## src/logic/sdsm_pkg.sv

```systemverilog
// Constants, types and register map of the card serial mode and status block.
package sdsm_pkg;

  // Register indices; the byte address of each register is four times its index.
  localparam logic [11:0] IDX_CTRL = 12'h822;
  localparam logic [11:0] IDX_STAT = 12'h824;
  localparam logic [11:0] IDX_IS   = 12'h828;
  localparam logic [11:0] IDX_WE   = 12'h82a;
  localparam logic [11:0] IDX_IE   = 12'h82c;
  localparam logic [11:0] IDX_IR   = 12'h82e;
  localparam logic [11:0] IDX_TD   = 12'h830;
  localparam logic [11:0] IDX_RD   = 12'h832;
  localparam logic [11:0] IDX_TXEN = 12'h834;

  // Field positions of serial_control_register.
  localparam int CT_UNIT_RX = 0;
  localparam int CT_SEQ_RX  = 1;
  localparam int CT_ALIGN   = 2;
  localparam int CT_WLEN    = 5;
  localparam int CT_CS      = 6;
  localparam int CT_CEN     = 7;
  localparam int CT_DMA_RX  = 8;
  localparam int CT_DMA_TX  = 9;
  localparam logic [15:0] CTRL_RESET = 16'h0040;
  localparam logic [15:0] CTRL_MASK  = 16'h03e7;

  // Field positions of serial_buffer_status.
  localparam int ST_RX_VALID = 0;
  localparam int ST_TX_EMPTY = 1;
  localparam int ST_RX_HOLD  = 2;
  localparam int ST_TX_DONE  = 3;
  localparam logic [3:0] STAT_RESET = 4'ha;
  localparam logic       TXEN_RESET = 1'h1;

  localparam logic [4:0] UNIT_BITS8  = 5'h08;
  localparam logic [4:0] UNIT_BITS16 = 5'h10;
  localparam int         HALF_DEFAULT = 4;

  typedef enum logic {SDSM_IDLE, SDSM_SHIFT} sdsm_state_e;

  typedef struct packed {
    logic sclk;
    logic mosi;
    logic cs_n;
    logic oe_n;
  } sdsm_pins_s;

  typedef struct packed {
    sdsm_state_e state;
    logic [15:0] ctrl;
    logic        txen;
    logic [3:0]  ie;
    logic [3:0]  we;
    logic [3:0]  is;
    logic [3:0]  st_prev;
    logic [15:0] tx_buf;
    logic        tx_buf_v;
    logic        tx_sh_v;
    logic [15:0] sh_out;
    logic [15:0] rx_sh;
    logic        rx_hold;
    logic        rx_on;
    logic        rx_armed;
    logic [15:0] rd;
    logic        rd_v;
    logic [4:0]  bits;
    logic [7:0]  div;
    logic        sclk;
    logic        miso1;
    logic        miso2;
    logic        ap_valid;
    logic        ap_write;
    logic [11:0] ap_idx;
    logic [31:0] hrdata;
    logic        dma_tx;
    logic        dma_rx;
  } sdsm_regs_s;

endpackage

```

## src/logic/sdsm_top.sv

```systemverilog
// Card serial host: transfer modes, buffers, status and interrupt flags behind AHB-Lite.
//
// Chosen here: the AHB-Lite slave port.
`timescale 1ns/1ps
// Function
// - Eight transfer modes come from the alignment, sequential and unit receive bits.
// - With all mode bits zero the block only transmits written words.
// - Unit receive alone receives exactly one unit into the read register.
// - Without alignment, sequential receive keeps receiving whenever receive buffering has room.
// - Alignment with a receive mode runs full duplex aligned per unit.
// - Transmission continues while written transmit data remains and transmit is enabled.
// - Writing one to unit receive enable receives one unit; clear before reading.
// - Reading the read register in unit receive starts another unit.
// - Sequential receive double buffers so reads sustain back-to-back reception.
// - Without alignment both directions run independently; clock may run idle.
// - In aligned mode reception waits until transmit data exists.
// - Aligned units start on a transmit data write while transmit is enabled.
// - Four sources: read full, transmit buffer empty, shift full, shift empty.
// - Each status bit shows its buffer signal live.
// - Interrupt flags set on source rise, clear by write one when enabled.
// - An interrupt is raised only when its enable bit is one.
// - A request bit shows each live interrupt; clear-enable guards the flag.
// - The same flag structure exists for all four sources.
// - DMA enable bits route transmit empty or read full to DMA.
// - Status bits 3 to 0 are read-only and reset to 1,0,1,0.
// - With DMA enabled a source gives a one-shot pulse on its rise.
// - A unit is 8 or 16 bits by the word length select bit.
module sdsm_top
  import sdsm_pkg::*;
#(
  parameter int HALF = sdsm_pkg::HALF_DEFAULT
)
(
  input  wire logic              clock,
  input  wire logic              rstn,
  input  wire logic              hsel,
  input  wire logic [31:0]       haddr,
  input  wire logic [1:0]        htrans,
  input  wire logic              hwrite,
  input  wire logic [2:0]        hsize,
  input  wire logic [31:0]       hwdata,
  input  wire logic              hready,
  output      logic              hreadyout,
  output      logic              hresp,
  output      logic [31:0]       hrdata,
  input  wire logic              miso,
  output      sdsm_pkg::sdsm_pins_s pins,
  output      logic              irq,
  output      logic              dma_tx_req,
  output      logic              dma_rx_req
);
  import sdsm_pkg::*;

  localparam logic [7:0] HALF_LAST = 8'(HALF - 1);

  sdsm_regs_s s;
  sdsm_regs_s next_s;

  logic        seq;
  logic        urx;
  logic        aln;
  logic        wlen;
  logic        cen;
  logic        tx_go;
  logic        rx_want;
  logic        start;
  logic        sel;
  logic [11:0] idx;
  logic [3:0]  st;
  logic [3:0]  rise;
  logic [3:0]  dm;
  logic [3:0]  req;
  logic [31:0] rdata;

  // Mode decode: sequential receive overrides unit receive.
  assign seq  = s.ctrl[CT_SEQ_RX];
  assign urx  = s.ctrl[CT_UNIT_RX] & ~seq;
  assign aln  = s.ctrl[CT_ALIGN];
  assign wlen = s.ctrl[CT_WLEN];
  assign cen  = s.ctrl[CT_CEN];

  // Live status view of the four buffer signals.
  // Transmit counts as done only when neither the shift register nor the buffer holds data.
  // Polling software therefore never sees a false end between back-to-back units.
  assign st[ST_TX_DONE]  = ~(s.tx_sh_v | s.tx_buf_v);
  assign st[ST_RX_HOLD]  = s.rx_hold;
  assign st[ST_TX_EMPTY] = ~s.tx_buf_v;
  assign st[ST_RX_VALID] = s.rd_v;
  assign rise = st & ~s.st_prev;
  assign dm   = {2'h0, s.ctrl[CT_DMA_TX], s.ctrl[CT_DMA_RX]};
  assign req  = s.is & s.ie & ~dm;

  assign tx_go   = s.tx_buf_v & s.txen;
  assign rx_want = seq ? ~s.rx_hold : (urx & s.rx_armed);
  // Aligned units start only with transmit data; otherwise either side starts a unit.
  assign start   = cen & (aln ? tx_go : (tx_go | rx_want));

  assign sel = hsel & htrans[1] & hready;
  assign idx = (haddr[31:14] == 18'h0) ? haddr[13:2] : 12'h0;

  always_comb
  begin
    case (idx)
      IDX_CTRL: rdata = {16'h0, s.ctrl};
      IDX_STAT: rdata = {28'h0, st};
      IDX_IS:   rdata = {28'h0, s.is};
      IDX_WE:   rdata = {28'h0, s.we};
      IDX_IE:   rdata = {28'h0, s.ie};
      IDX_IR:   rdata = {28'h0, req};
      IDX_TD:   rdata = {16'h0, s.tx_buf};
      IDX_RD:   rdata = {16'h0, s.rd};
      IDX_TXEN: rdata = {31'h0, s.txen};
      default:  rdata = 32'h0;
    endcase
  end

  always_comb
  begin
    next_s        = s;
    next_s.dma_tx = 1'h0;
    next_s.dma_rx = 1'h0;
    next_s.miso1  = miso;
    next_s.miso2  = s.miso1;

    // Address phase: capture the access and prepare read data.
    next_s.ap_valid = sel;
    next_s.ap_write = hwrite;
    next_s.ap_idx   = idx;
    next_s.hrdata   = (sel & ~hwrite) ? rdata : 32'h0;
    if (sel & ~hwrite & (idx == IDX_RD))
    begin
      next_s.rd_v = 1'h0;
      if (urx)
      begin
        next_s.rx_armed = 1'h1;
      end
    end

    // Serial engine.
    case (s.state)
      SDSM_IDLE:
      begin
        if (s.rx_hold & ~s.rd_v)
        begin
          next_s.rd      = s.rx_sh;
          next_s.rd_v    = 1'h1;
          next_s.rx_hold = 1'h0;
        end
        if (start)
        begin
          next_s.state    = SDSM_SHIFT;
          next_s.bits     = wlen ? UNIT_BITS16 : UNIT_BITS8;
          next_s.tx_sh_v  = tx_go;
          next_s.tx_buf_v = 1'h0;
          if (tx_go)
          begin
            next_s.sh_out = wlen ? s.tx_buf : {s.tx_buf[7:0], 8'h00};
          end
          else
          begin
            next_s.sh_out = 16'hffff;
          end
          next_s.tx_buf_v = s.tx_buf_v & ~tx_go;
          next_s.rx_on    = rx_want;
          if (rx_want & urx)
          begin
            next_s.rx_armed = 1'h0;
          end
          next_s.div  = 8'h0;
          next_s.sclk = 1'h0;
        end
      end
      SDSM_SHIFT:
      begin
        next_s.div = s.div + 8'h1;
        if (s.div == HALF_LAST)
        begin
          next_s.div  = 8'h0;
          next_s.sclk = ~s.sclk;
          if (~s.sclk)
          begin
            next_s.rx_sh = {s.rx_sh[14:0], s.miso2};
          end
          else
          begin
            next_s.sh_out = {s.sh_out[14:0], 1'h1};
            next_s.bits   = s.bits - 5'h1;
            if (s.bits == 5'h1)
            begin
              next_s.state   = SDSM_IDLE;
              next_s.tx_sh_v = 1'h0;
              next_s.rx_on   = 1'h0;
              if (s.rx_on)
              begin
                next_s.rx_sh = wlen ? s.rx_sh : {8'h00, s.rx_sh[7:0]};
                if (~s.rd_v)
                begin
                  next_s.rd   = wlen ? s.rx_sh : {8'h00, s.rx_sh[7:0]};
                  next_s.rd_v = 1'h1;
                end
                else
                begin
                  next_s.rx_hold = 1'h1;
                end
              end
            end
          end
        end
      end
      default:
      begin
        next_s.state = SDSM_IDLE;
      end
    endcase

    // Data phase of a write.
    next_s.is = s.is;
    if (s.ap_valid & s.ap_write)
    begin
      case (s.ap_idx)
        IDX_CTRL:
        begin
          next_s.ctrl = hwdata[15:0] & CTRL_MASK;
          if (hwdata[CT_UNIT_RX] & ~s.ctrl[CT_UNIT_RX])
          begin
            next_s.rx_armed = 1'h1;
          end
        end
        IDX_IS:   next_s.is   = s.is & ~(hwdata[3:0] & s.we);
        IDX_WE:   next_s.we   = hwdata[3:0];
        IDX_IE:   next_s.ie   = hwdata[3:0];
        IDX_TXEN: next_s.txen = hwdata[0];
        IDX_TD:
        begin
          next_s.tx_buf   = hwdata[15:0];
          next_s.tx_buf_v = 1'h1;
        end
        default:  next_s.ctrl = s.ctrl;
      endcase
    end

    // Flags set on a rising source and win over a same-cycle clear.
    next_s.st_prev = st;
    next_s.is      = next_s.is | (rise & ~dm);
    next_s.dma_tx  = rise[ST_TX_EMPTY] & dm[ST_TX_EMPTY];
    next_s.dma_rx  = rise[ST_RX_VALID] & dm[ST_RX_VALID];
  end

  always_ff @(posedge clock or negedge rstn)
  begin
    if (!rstn)
    begin
      s          <= '0;
      s.state    <= SDSM_IDLE;
      s.ctrl     <= CTRL_RESET;
      s.txen     <= TXEN_RESET;
      s.st_prev  <= STAT_RESET;
      s.sh_out   <= 16'hffff;
    end
    else
    begin
      s <= next_s;
    end
  end

  assign hreadyout  = 1'h1;
  assign hresp      = 1'h0;
  assign hrdata     = s.hrdata;
  assign pins.sclk  = s.sclk;
  assign pins.mosi  = s.sh_out[15];
  assign pins.cs_n  = s.ctrl[CT_CS];
  assign pins.oe_n  = ~cen;
  assign irq        = |req;
  assign dma_tx_req = s.dma_tx;
  assign dma_rx_req = s.dma_rx;
endmodule // sdsm_top

```

## config.mk

```make
export PLATFORM = sky130hd
export DESIGN_NAME = sdsm_top
export DESIGN_NICKNAME = d
export VERILOG_FILES = /design/src/logic/sdsm_pkg.sv /design/src/logic/sdsm_top.sv
export SDC_FILE = /design/constraint.sdc
export NUM_CORES = 1
export LEC_CHECK = 0
export ABC_AREA = 1
export BUFFER_PORTS_ARGS = -buffer_cell sky130_fd_sc_hd__buf_2
export CAP_MARGIN = 10
export CORE_ASPECT_RATIO = 1.2
export CORE_UTILIZATION = 30
export CTS_BUF_LIST = sky130_fd_sc_hd__clkbuf_4 sky130_fd_sc_hd__clkbuf_8 sky130_fd_sc_hd__clkbuf_16
export DETAILED_ROUTE_END_ITERATION = 10
export GPL_TIMING_DRIVEN = 0
export PLACE_DENSITY_LB_ADDON = 0.15
export SETUP_SLACK_MARGIN = 0.2
export SKIP_CTS_REPAIR_TIMING = 1
export SLEW_MARGIN = 5
export SYNTH_ARGS = -nofsm -noshare
export SYNTH_HDL_FRONTEND = slang
export SYNTH_SLANG_ARGS = --single-unit
```

## constraint.sdc

```tcl
create_clock -name clock -period 3.3 [get_ports clock]
set_input_delay 0.495 -clock clock [delete_from_list [all_inputs] [get_ports clock]]
set_output_delay 0.495 -clock clock [all_outputs]
set_load 0.01 [all_outputs]
```

==> flow_metrics.py, run 1 <==
metrics = {
    "grt": {
        "grt_pass1_vias": 5510,
        "grt_max_degree": 111,
        "grt_use_total": 0.161,
        "antenna_found_initial": 0,
        "overflow": 0,
        "grt_pass1_wl_mm": 29.7,
    },
    "setup_path": {
        "worstReg2RegStart": "s[51]$_DFFE_PN0P_",
        "cp_max_fo": 10,
        "crit_path_end_kind": "flop",
        "worstPathRequired_ns": 3.60,
        "critPathSlowestCell": "mux2_2",
        "cp_cell_sequence": "ha_1 > nand3_1 > nor2_1 > inv_1 > nor2_4 > inv_1 > nor2_1 > nand3_1 > nand2_1 > buf_2 > mux2_2",
        "ff2ff_setup_slack_ns": 0.80,
        "slowest_delay_ns": 0.36,
        "crit_family": "simple AND/OR/NAND/NOR gates",
        "reg2reg_to": "s[65]$_DFFE_PN0P_",
        "critPathBufInv": 3,
        "critical_path.startpoint": "s[51]$_DFFE_PN0P_",
        "path_class": "flop to flop",
        "start_kind": "flop",
        "cp.arrival_ns": 2.81,
        "r2r_cells": 11,
    },
    "layout": {
        "multi_input_area_mm2": 0.00278,
        "area_growth_pct": 20.6,
        "nNetsFinal": 1001,
        "n_fill_cell": 2407,
        "antenna_cells": 0,
        "fin_util": 0.371,
        "regArea_mm2": 0.00363,
        "final_cells": 1251,
        "drive_above_1_share": 0.253,
        "final_cell_mix": "124 x nand2_1, 124 x dfrtp_1, 110 x inv_1, 80 x buf_2, 71 x nor2_1",
        "stdcell_area_mm2": 0.00864,
    },
    "yosys": {
        "syn_area_per_cell_um2": 8.84,
        "synth_seq_cells": 144,
        "yosysSeqAreaShare": 0.506,
        "yosys-top-cells-area": "dfrtp_1 43%, dfstp_2 7.3%, nand2_1 6.5%, inv_1 5.8%, o21ai_0 4.5%",
        "netlist_instances": 811,
        "synth_edf_count": 0,
        "synth_flop_cell": "dfrtp_1",
        "netlist.area_leader.share": 0.433,
        "yosys.area.top_type": "dfrtp_1",
        "yosys_warnings": 0,
        "synthesis.area_mm2": 0.00717,
        "synth_cell_types": 44,
        "async_flop_share": 1.00,
    },
    "power": {
        "p_leak_nw": 4.29,
        "powerDensity_mw_per_mm2": 442,
        "ir_drop_uv": 338,
    },
    "die": {
        "std_cell_rows": 61,
        "die_w_um": 143,
        "dieArea_mm2": 0.0245,
        "ios": 116,
        "start_util": 0.308,
        "die_h_um": 171,
        "coreArea_mm2": 0.0233,
    },
    "hold_path": {
        "holdPathStages": 1,
        "worstHoldPathType": "primary input to flop",
        "hold_path_end": "next_s[48]$_DFF_PN0_",
        "holdCritStartpoint": "miso",
    },
    "routing": {
        "via_per_inst": 4.49,
        "vias": 5611,
        "drc": 0,
        "drt_iter0_markers": 338,
        "postRouteAntennaNets": 0,
        "drt_wl_total_mm": 18.2,
        "dr.pass1.iters": 5,
        "wl_per_cell_um": 14.6,
    },
    "timing": {
        "finalClockSkew_ns": 0.00826,
        "fin_hold_ws_ns": 0.178,
        "tns_ns": 0,
        "setup_violations": 0,
        "layout_min_cycle_time_ns": 2.50,
        "fmax_mhz": 400,
        "relSlewSlack": 0.291,
        "drv_slew": 0,
        "rsz0062_at_grt": "false",
        "tightest_slew_ns": 1.05,
        "hold_violations": 0,
        "finalCritPeriodShare": 0.758,
    },
    "clock_network": {
        "clk_latency_ns": 0.42,
        "htree_levels": 4,
        "cts_buffers": 17,
        "clock_tree.buffer_depth": 2,
        "root_buffer": "clkbuf_16",
        "cts_tree": "built",
        "path_clk_slew_ns": 0.06,
        "clock_sink_count": 144,
    },
    "status": {
        "run_status": "completed",
    },
    "placement": {
        "dp_hpwl_mm": 13.8,
        "place_inst": 1218,
        "placed_area_mm2": 0.00804,
        "gp_congestion": 0.873,
        "io_buffer_count": 75,
    },
    "job": {
        "maxCapViolCount": 0,
    },
}
## per-layer routing
metal | up-vias | GRT usage | share of wire
met2 | 147 | 0.278 | 0.50
li1 | 2807 | - | -
met3 | 18 | 0.0267 | 0.032
met4 | 0 | 0.0538 | 0.015
met1 | 2639 | 0.204 | 0.45
met5 | - | 0 | 0
## cells by family (layout without fill, tap and decap cells)
kind of cell | after synthesis | in the layout | share of synthesized area
other | 2 | 18 | 0.00105
buffers and inverters | 173 | 282 | 0.115
xor gates and xnor gates | 7 | 7 | 0.00855
AOI/OAI and AO/OA | 152 | 152 | 0.115
DFF | 144 | 144 | 0.506
muxes | 20 | 20 | 0.0314
and+or+nand+nor | 310 | 310 | 0.217
adders and majority gates | 3 | 3 | 0.00524
## Yosys cell counts (all sizes together), types with 3 or more instances
cell and instances:
nand3b 3, ha 3, nor4 3, clkbuf 13
a21oi 48, xor2 6, dfstp 20, nand3 52
mux2 20, nor3 12, dfrtp 124, nor2 97
nand4 11, nand2 129, o31ai 3, o22ai 26
inv 113, buf 47, o21ai 69
## worst max-delay path by stage
stage | endpoint | slack, ns | cells after the start
floorplan | hrdata[6]$_DFF_PN0_ | 1.19 | 12
global placement | s[46]$_DFF_PN0_ | -0.49 | 1
detailed placement | hrdata[7]$_DFF_PN0_ | 0.66 | 12
CTS | s[65]$_DFFE_PN0P_ | 0.74 | 11
global route | s[75]$_DFFE_PN0P_ | 0.49 | 12
finish | s[65]$_DFFE_PN0P_ | 0.80 | 11
## final cells by class
type / count / area share
tap: 315 / 0.0456
multi-input combinational: 510 / 0.322
sequential: 144 / 0.420
clock inverter: 13 / 0.0159
inverter: 113 / 0.0491
timing repair buffer: 77 / 0.0489
buffer: 60 / 0.0466
clock buffer: 19 / 0.0524
## power by group
part           internal [W]  switching [W]  leakage, nW  total, W
registers           0.00177     0.00000609         1.76   0.00178
logic             0.0000507      0.0000813         2.24  0.000132
clock network       0.00115       0.000759        0.285   0.00191
total               0.00298       0.000846         4.29   0.00382
## sequential cells by signal, summed over array words and instances, names as in the netlist, named ones only
| signal | count |
|---|---|
| dm | 2 |
| hrdata | 16 |
| aln | 1 |
| dma_tx_req | 1 |
| cen | 1 |
| pins | 3 |
| s | 108 |
| dma_rx_req | 1 |
| next_s | 3 |
## per-stage QoR
step / worst slack, ns / total power [W]
floorplan: 1.19 / 0.00186
detailed placement: 0.662 / 0.00195
CTS: 0.741 / 0.00388
global placement: -0.493 / 0.00194
global route: 0.493 / 0.00397
finish: 0.797 / 0.00382
Note: power is estimated with default switching activity, not from simulation.
==> run 2: changes to the inputs <==
Clock period 3.3 ns to 2.3 ns, I/O delays scaled along.
==> flow_metrics.py, run 2 (synthesis results as in run 1) <==
metrics = {
    "routing": {
        "vias": 5580,
        "drc": 0,
        "postRouteAntennaNets": 0,
        "drt_wl_total_mm": 18.3,
        "wl_per_cell_um": 14.6,
        "via_per_inst": 4.44,
        "drt_iter0_markers": 336,
        "dr.pass1.iters": 5,
    },
    "timing": {
        "fmax_mhz": 500,
        "drv_slew": 0,
        "finalCritPeriodShare": 0.870,
        "rsz0062_at_grt": "false",
        "setup_ws_ns": 0.299,
        "relSlewSlack": 0.477,
        "finalClockSkew_ns": 0.00913,
        "tightest_slew_ns": 0.778,
        "hold_violations": 0,
        "setup_violations": 0,
        "layout_min_cycle_time_ns": 2.00,
    },
    "die": {
        "ios": 116,
        "die_h_um": 171,
        "dieArea_mm2": 0.0245,
        "start_util": 0.308,
        "std_cell_rows": 61,
        "die_w_um": 143,
        "coreArea_mm2": 0.0233,
    },
    "placement": {
        "io_buffer_count": 75,
        "dp_hpwl_mm": 13.8,
        "gp_congestion": 0.873,
        "dp_slack_ns": -0.233,
    },
    "setup_path": {
        "ff2ff_setup_slack_ns": 0.30,
        "path_class": "flop to flop",
        "cp_max_fo": 9,
        "crit_path_end_kind": "flop",
        "start_kind": "flop",
        "worstPathRequired_ns": 2.60,
        "cp.arrival_ns": 2.30,
    },
    "grt": {
        "grt_pass1_wl_mm": 29.7,
        "overflow": 0,
        "grt_pass1_vias": 5510,
        "antenna_found_initial": 0,
        "grt_use_total": 0.161,
        "grt_max_degree": 111,
    },
    "power": {
        "p_leak_nw": 4.34,
        "combPwrFrac": 0.035,
        "powerDensity_mw_per_mm2": 622,
        "p_int_w": 0.00427,
        "p_sw_w": 0.00122,
        "p_clk_frac": 0.500,
        "seq_power_share": 0.466,
        "finalPower_w": 0.00549,
        "p_sw_frac": 0.222,
        "ir_drop_uv": 492,
    },
    "clock_network": {
        "cts_tree": "built",
        "cts_buffers": 17,
        "path_clk_slew_ns": 0.06,
        "root_buffer": "clkbuf_16",
        "htree_levels": 4,
        "clock_sink_count": 144,
        "clk_latency_ns": 0.42,
        "clock_tree.buffer_depth": 2,
    },
    "layout": {
        "regArea_mm2": 0.00363,
        "drive_above_1_share": 0.288,
        "final_cell_mix": "124 x dfrtp_1, 117 x nand2_1, 106 x inv_1, 76 x buf_2, 66 x nor2_1",
        "area_growth_pct": 23.0,
        "nNetsFinal": 1006,
        "n_fill_cell": 2405,
        "antenna_cells": 0,
        "largest_reg_flops": 108,
        "layout_commonest_cell": "dfrtp_1",
        "multi_input_area_mm2": 0.00289,
        "largest_register": "s",
    },
    "hold_path": {
        "worstHoldPathType": "primary input to flop",
    },
    "job": {
        "maxCapViolCount": 0,
    },
    "status": {
        "run_status": "completed",
    },
}
-- run 2: cell types whose count changed in the layout (fill, tap and decap cells not counted), sizes merged --
cell | previous run | this run
clkbuf | 32 | 35
buf | 123 | 125
-- run 2: layout make-up --
type / count / share of cell area
clock inverter: 13 / 0.0156
clock buffer: 19 / 0.0514
multi-input combinational: 510 / 0.327
tap: 315 / 0.0447
inverter: 113 / 0.0481
timing repair buffer: 82 / 0.0522
sequential: 144 / 0.411
buffer: 60 / 0.0494
-- run 2: power groups by stage --
stage / Clock (W) / Combinational (W) / Sequential [W]
after global routing: 0.00292 / 0.000217 / 0.00256
after detailed placement: 0 / 0.000194 / 0.00260
final: 0.00274 / 0.000190 / 0.00256
after floorplan: 0 / 0.0000704 / 0.00260
after global placement: 0 / 0.000185 / 0.00260
after CTS: 0.00282 / 0.000194 / 0.00256
-- run 2: final timing paths --
kind / start / endpoint / cells after the start
worst max-delay path: s[51]$_DFFE_PN0P_ / s[65]$_DFFE_PN0P_ / 11
worst min-delay path: miso / next_s[48]$_DFF_PN0_ / 1
worst max register to register: s[51]$_DFFE_PN0P_ / s[65]$_DFFE_PN0P_ / 11
worst min register to register: next_s[48]$_DFF_PN0_ / s[48]$_DFF_PN0_ / 0
max in group asynchronous: rstn / next_s[134]$_DFF_PN0_ / 3
min in group asynchronous: rstn / hrdata[14]$_DFF_PN0_ / 2
-- run 2: worst max-delay path: stages, from the launching register on --
cell	delay, ns
dfrtp_1	0.39
ha_4	0.17
nand3_1	0.09
nor2_2	0.12
inv_1	0.09
nor2_4	0.12
inv_2	0.07
nor2_4	0.14
nand3_4	0.11
nand2_4	0.12
buf_8	0.14
mux2_2	0.33
-- run 2: stage by stage --
| step | TNS (ns) | util | hold slack (ns) | area, um2 | cells |
|---|---|---|---|---|---|
| finish | 0 | 0.379 | 0.0276 | 8820 | 1256 |
| global placement | -180.22 | 0.344 | 0.332 | 8000 | 1217 |
| CTS | -5.07 | 0.371 | -0.217 | 8630 | 1250 |
| global route | 0 | 0.379 | 0.0146 | 8820 | 1256 |
| floorplan | 0 | - | 0.0494 | 7230 | 827 |
| detailed placement | -6.40 | 0.345 | 0.234 | 8040 | 1218 |
-- run 2: routing by layer --
metal  global-route usage  up-vias  share of wire
met3               0.0267       20          0.028
li1                     -     2823              -
met1                0.204     2624           0.45
met5                    0        -              0
met4               0.0538        0          0.018
met2                0.278      113           0.50
==> run 3: changes to the inputs <==
Settings changed: ABC_AREA 1 to 0, SETUP_SLACK_MARGIN 0.2 to unset, SLEW_MARGIN 5 to 0.
==> flow_metrics.py, run 3 <==
metrics = {
    "power": {
        "ir_drop_uv": 591,
        "p_leak_nw": 3.88,
        "powerDensity_mw_per_mm2": 880,
    },
    "layout": {
        "area_growth_pct": 25.4,
        "largest_reg_flops": 108,
        "drive_above_1_share": 0.371,
        "final_cells": 986,
        "largest_register": "s",
        "stdcell_area_mm2": 0.00837,
        "n_fill_cell": 2098,
        "nNetsFinal": 777,
        "layout_commonest_cell": "dfrtp_1",
        "final_cell_mix": "124 x dfrtp_1, 73 x buf_2, 53 x mux2_2, 46 x buf_4, 30 x nor2_1",
        "antenna_cells": 0,
    },
    "placement": {
        "place_inst": 939,
        "dp_slack_ns": -0.508,
        "placed_area_mm2": 0.00748,
        "dp_hpwl_mm": 12.6,
        "gp_congestion": 0.795,
        "io_buffer_count": 73,
    },
    "yosys": {
        "netlist_instances": 575,
        "syn_area_per_cell_um2": 11.6,
        "async_flop_share": 1.00,
        "yosys.area.top_type": "dfrtp_1",
        "yosys-top-cells-area": "dfrtp_1 47%, mux2_2 8.9%, dfstp_2 7.9%, buf_4 4.3%, a22o_1 2.6%",
        "synthTopCellsByCount": "124 x dfrtp_1, 53 x mux2_2, 38 x buf_4",
        "synthesis.area_mm2": 0.00667,
        "synth_edf_count": 0,
        "synth_cell_types": 57,
        "yosysMostFrequentCell": "dfrtp_1",
        "yosys_warnings": 0,
        "yosysSeqAreaShare": 0.544,
        "synth_flop_cell": "dfrtp_1",
        "netlist.area_leader.share": 0.465,
        "synth_seq_cells": 144,
    },
    "die": {
        "die_h_um": 165,
        "die_w_um": 138,
        "start_util": 0.306,
        "std_cell_rows": 59,
        "coreArea_mm2": 0.0218,
        "dieArea_mm2": 0.0228,
        "ios": 116,
    },
    "setup_path": {
        "worstReg2RegStart": "s[52]$_DFFE_PN0P_",
        "crit_path_end_kind": "flop",
        "worstPathRequired_ns": 2.61,
        "cp.arrival_ns": 2.65,
        "reg2reg_to": "s[72]$_DFFE_PN0P_",
        "cp_max_fo": 6,
        "r2r_cells": 8,
        "start_kind": "flop",
        "ff2ff_setup_slack_ns": -0.04,
        "path_class": "flop to flop",
    },
    "status": {
        "violations": "DRC, setup timing",
        "run_status": "finished, violations left",
    },
    "hold_path": {
        "holdCritStartpoint": "miso",
        "holdPathStages": 1,
        "hold_path_end": "next_s[48]$_DFF_PN0_",
        "worstHoldPathType": "primary input to flop",
    },
    "grt": {
        "gr-max-usage-layer": "met2",
        "met2_usage": 0.285,
        "grt_use_total": 0.159,
        "grt_pass1_vias": 4940,
        "overflow": 0,
        "grt_pass1_wl_mm": 27.5,
        "met3_usage": 0.0271,
        "grt_max_degree": 76,
        "antenna_found_initial": 0,
        "use_met1": 0.189,
    },
    "clock_network": {
        "clock_tree.buffer_depth": 2,
        "clk_latency_ns": 0.43,
        "cts_buffers": 17,
        "clock_sink_count": 144,
        "htree_levels": 4,
        "path_clk_slew_ns": 0.06,
        "cts_tree": "built",
        "root_buffer": "clkbuf_16",
    },
    "timing": {
        "finalCritPeriodShare": 1.02,
        "setup_ws_ns": -0.0420,
        "layout_min_cycle_time_ns": 2.34,
        "drv_slew": 0,
        "relSlewSlack": 0.488,
        "finalClockSkew_ns": 0.00693,
        "fmax_mhz": 427,
        "tns_ns": -0.189,
        "setup_violations": 6,
        "fin_hold_ws_ns": 0.0250,
        "hold_violations": 0,
        "tightest_slew_ns": 0.762,
        "rsz0062_at_grt": "true",
    },
    "routing": {
        "drt_iter0_markers": 259,
        "vias": 4923,
        "wl_per_cell_um": 17.5,
        "postRouteAntennaNets": 0,
        "drc": 4,
        "via_per_inst": 4.99,
        "drt_wl_total_mm": 17.3,
        "dr.pass1.iters": 7,
    },
    "job": {
        "maxCapViolCount": 0,
    },
}
## run 3: changes by cell type in the layout (fill, tap and decap cells not counted), sizes merged, moves of 20 or more
cell   before  now
a21oi      48   24
a22o        0   20
inv       114   11
mux2       20   54
nand2     129   25
nand3      52   14
nor2       97   34
o21ai      69   18
o22ai      26    0
## run 3: layer usage
layer | up-vias | share of wire
met4 | 0 | 0.019
met3 | 21 | 0.023
li1 | 2315 | -
met5 | - | 0
met1 | 2498 | 0.44
met2 | 89 | 0.52
## run 3: kinds of logic after synthesis
kind of cell	count (synthesis)	synth area share
other cells	2	0.00113
buf+inv	75	0.0651
fa+ha+maj	3	0.00563
mux	70	0.116
xor+xnor	2	0.00263
simple gates	153	0.128
flops	144	0.544
compound gates	126	0.138
## run 3: stage by stage
stage | util | total power (W)
final | 0.384 | 0.00736
after global routing | 0.384 | 0.00775
after CTS | 0.372 | 0.00731
after detailed placement | 0.343 | 0.00441
after global placement | 0.342 | 0.00436
after floorplan | - | 0.00401
## run 3: worst max path at each step
stage / from / endpoint / slack, ns / cells after the start
6_report: s[52]$_DFFE_PN0P_ / s[72]$_DFFE_PN0P_ / -0.04 / 8
5_1_grt: s[52]$_DFFE_PN0P_ / s[72]$_DFFE_PN0P_ / -0.14 / 8
4_1_cts: s[34]$_DFF_PN0_ / s[128]$_DFFE_PN0P_ / -0.35 / 6
3_5_place_dp: haddr[2] / hrdata[6]$_DFF_PN0_ / -0.51 / 7
3_3_place_gp: rstn / s[97]$_DFFE_PN0P_ / -1.21 / 1
2_1_floorplan: s[51]$_DFFE_PN0P_ / s[72]$_DFFE_PN0P_ / 0.03 / 8
## run 3: cell type report
class | count | area (um2) | area share
well taps | 274 | 343 | 0.0410
clock buffers | 22 | 482 | 0.0576
multi-input cells | 372 | 2760 | 0.330
clock inverters | 10 | 134 | 0.0160
repair buffers | 89 | 547 | 0.0654
plain buffers | 64 | 427 | 0.0510
flip-flops and latches | 144 | 3630 | 0.434
inverters | 11 | 41.3 | 0.00494
## run 3: critical path: stages (launching register included)
cell	delay (ns)
dfrtp_1	0.41
ha_4	0.16
or4b_4	0.50
nor3b_4	0.26
a21oi_2	0.09
or2_1	0.25
buf_6	0.15
buf_8	0.13
mux2_4	0.28
## run 3: power breakdown
| group | internal, W | switching (W) | leakage, nW |
|---|---|---|---|
| combinational | 0.000622 | 0.000592 | 1.76 |
| clock | 0.00181 | 0.00107 | 0.303 |
| sequential | 0.00297 | 0.000304 | 1.82 |
| total | 0.00540 | 0.00196 | 3.88 |
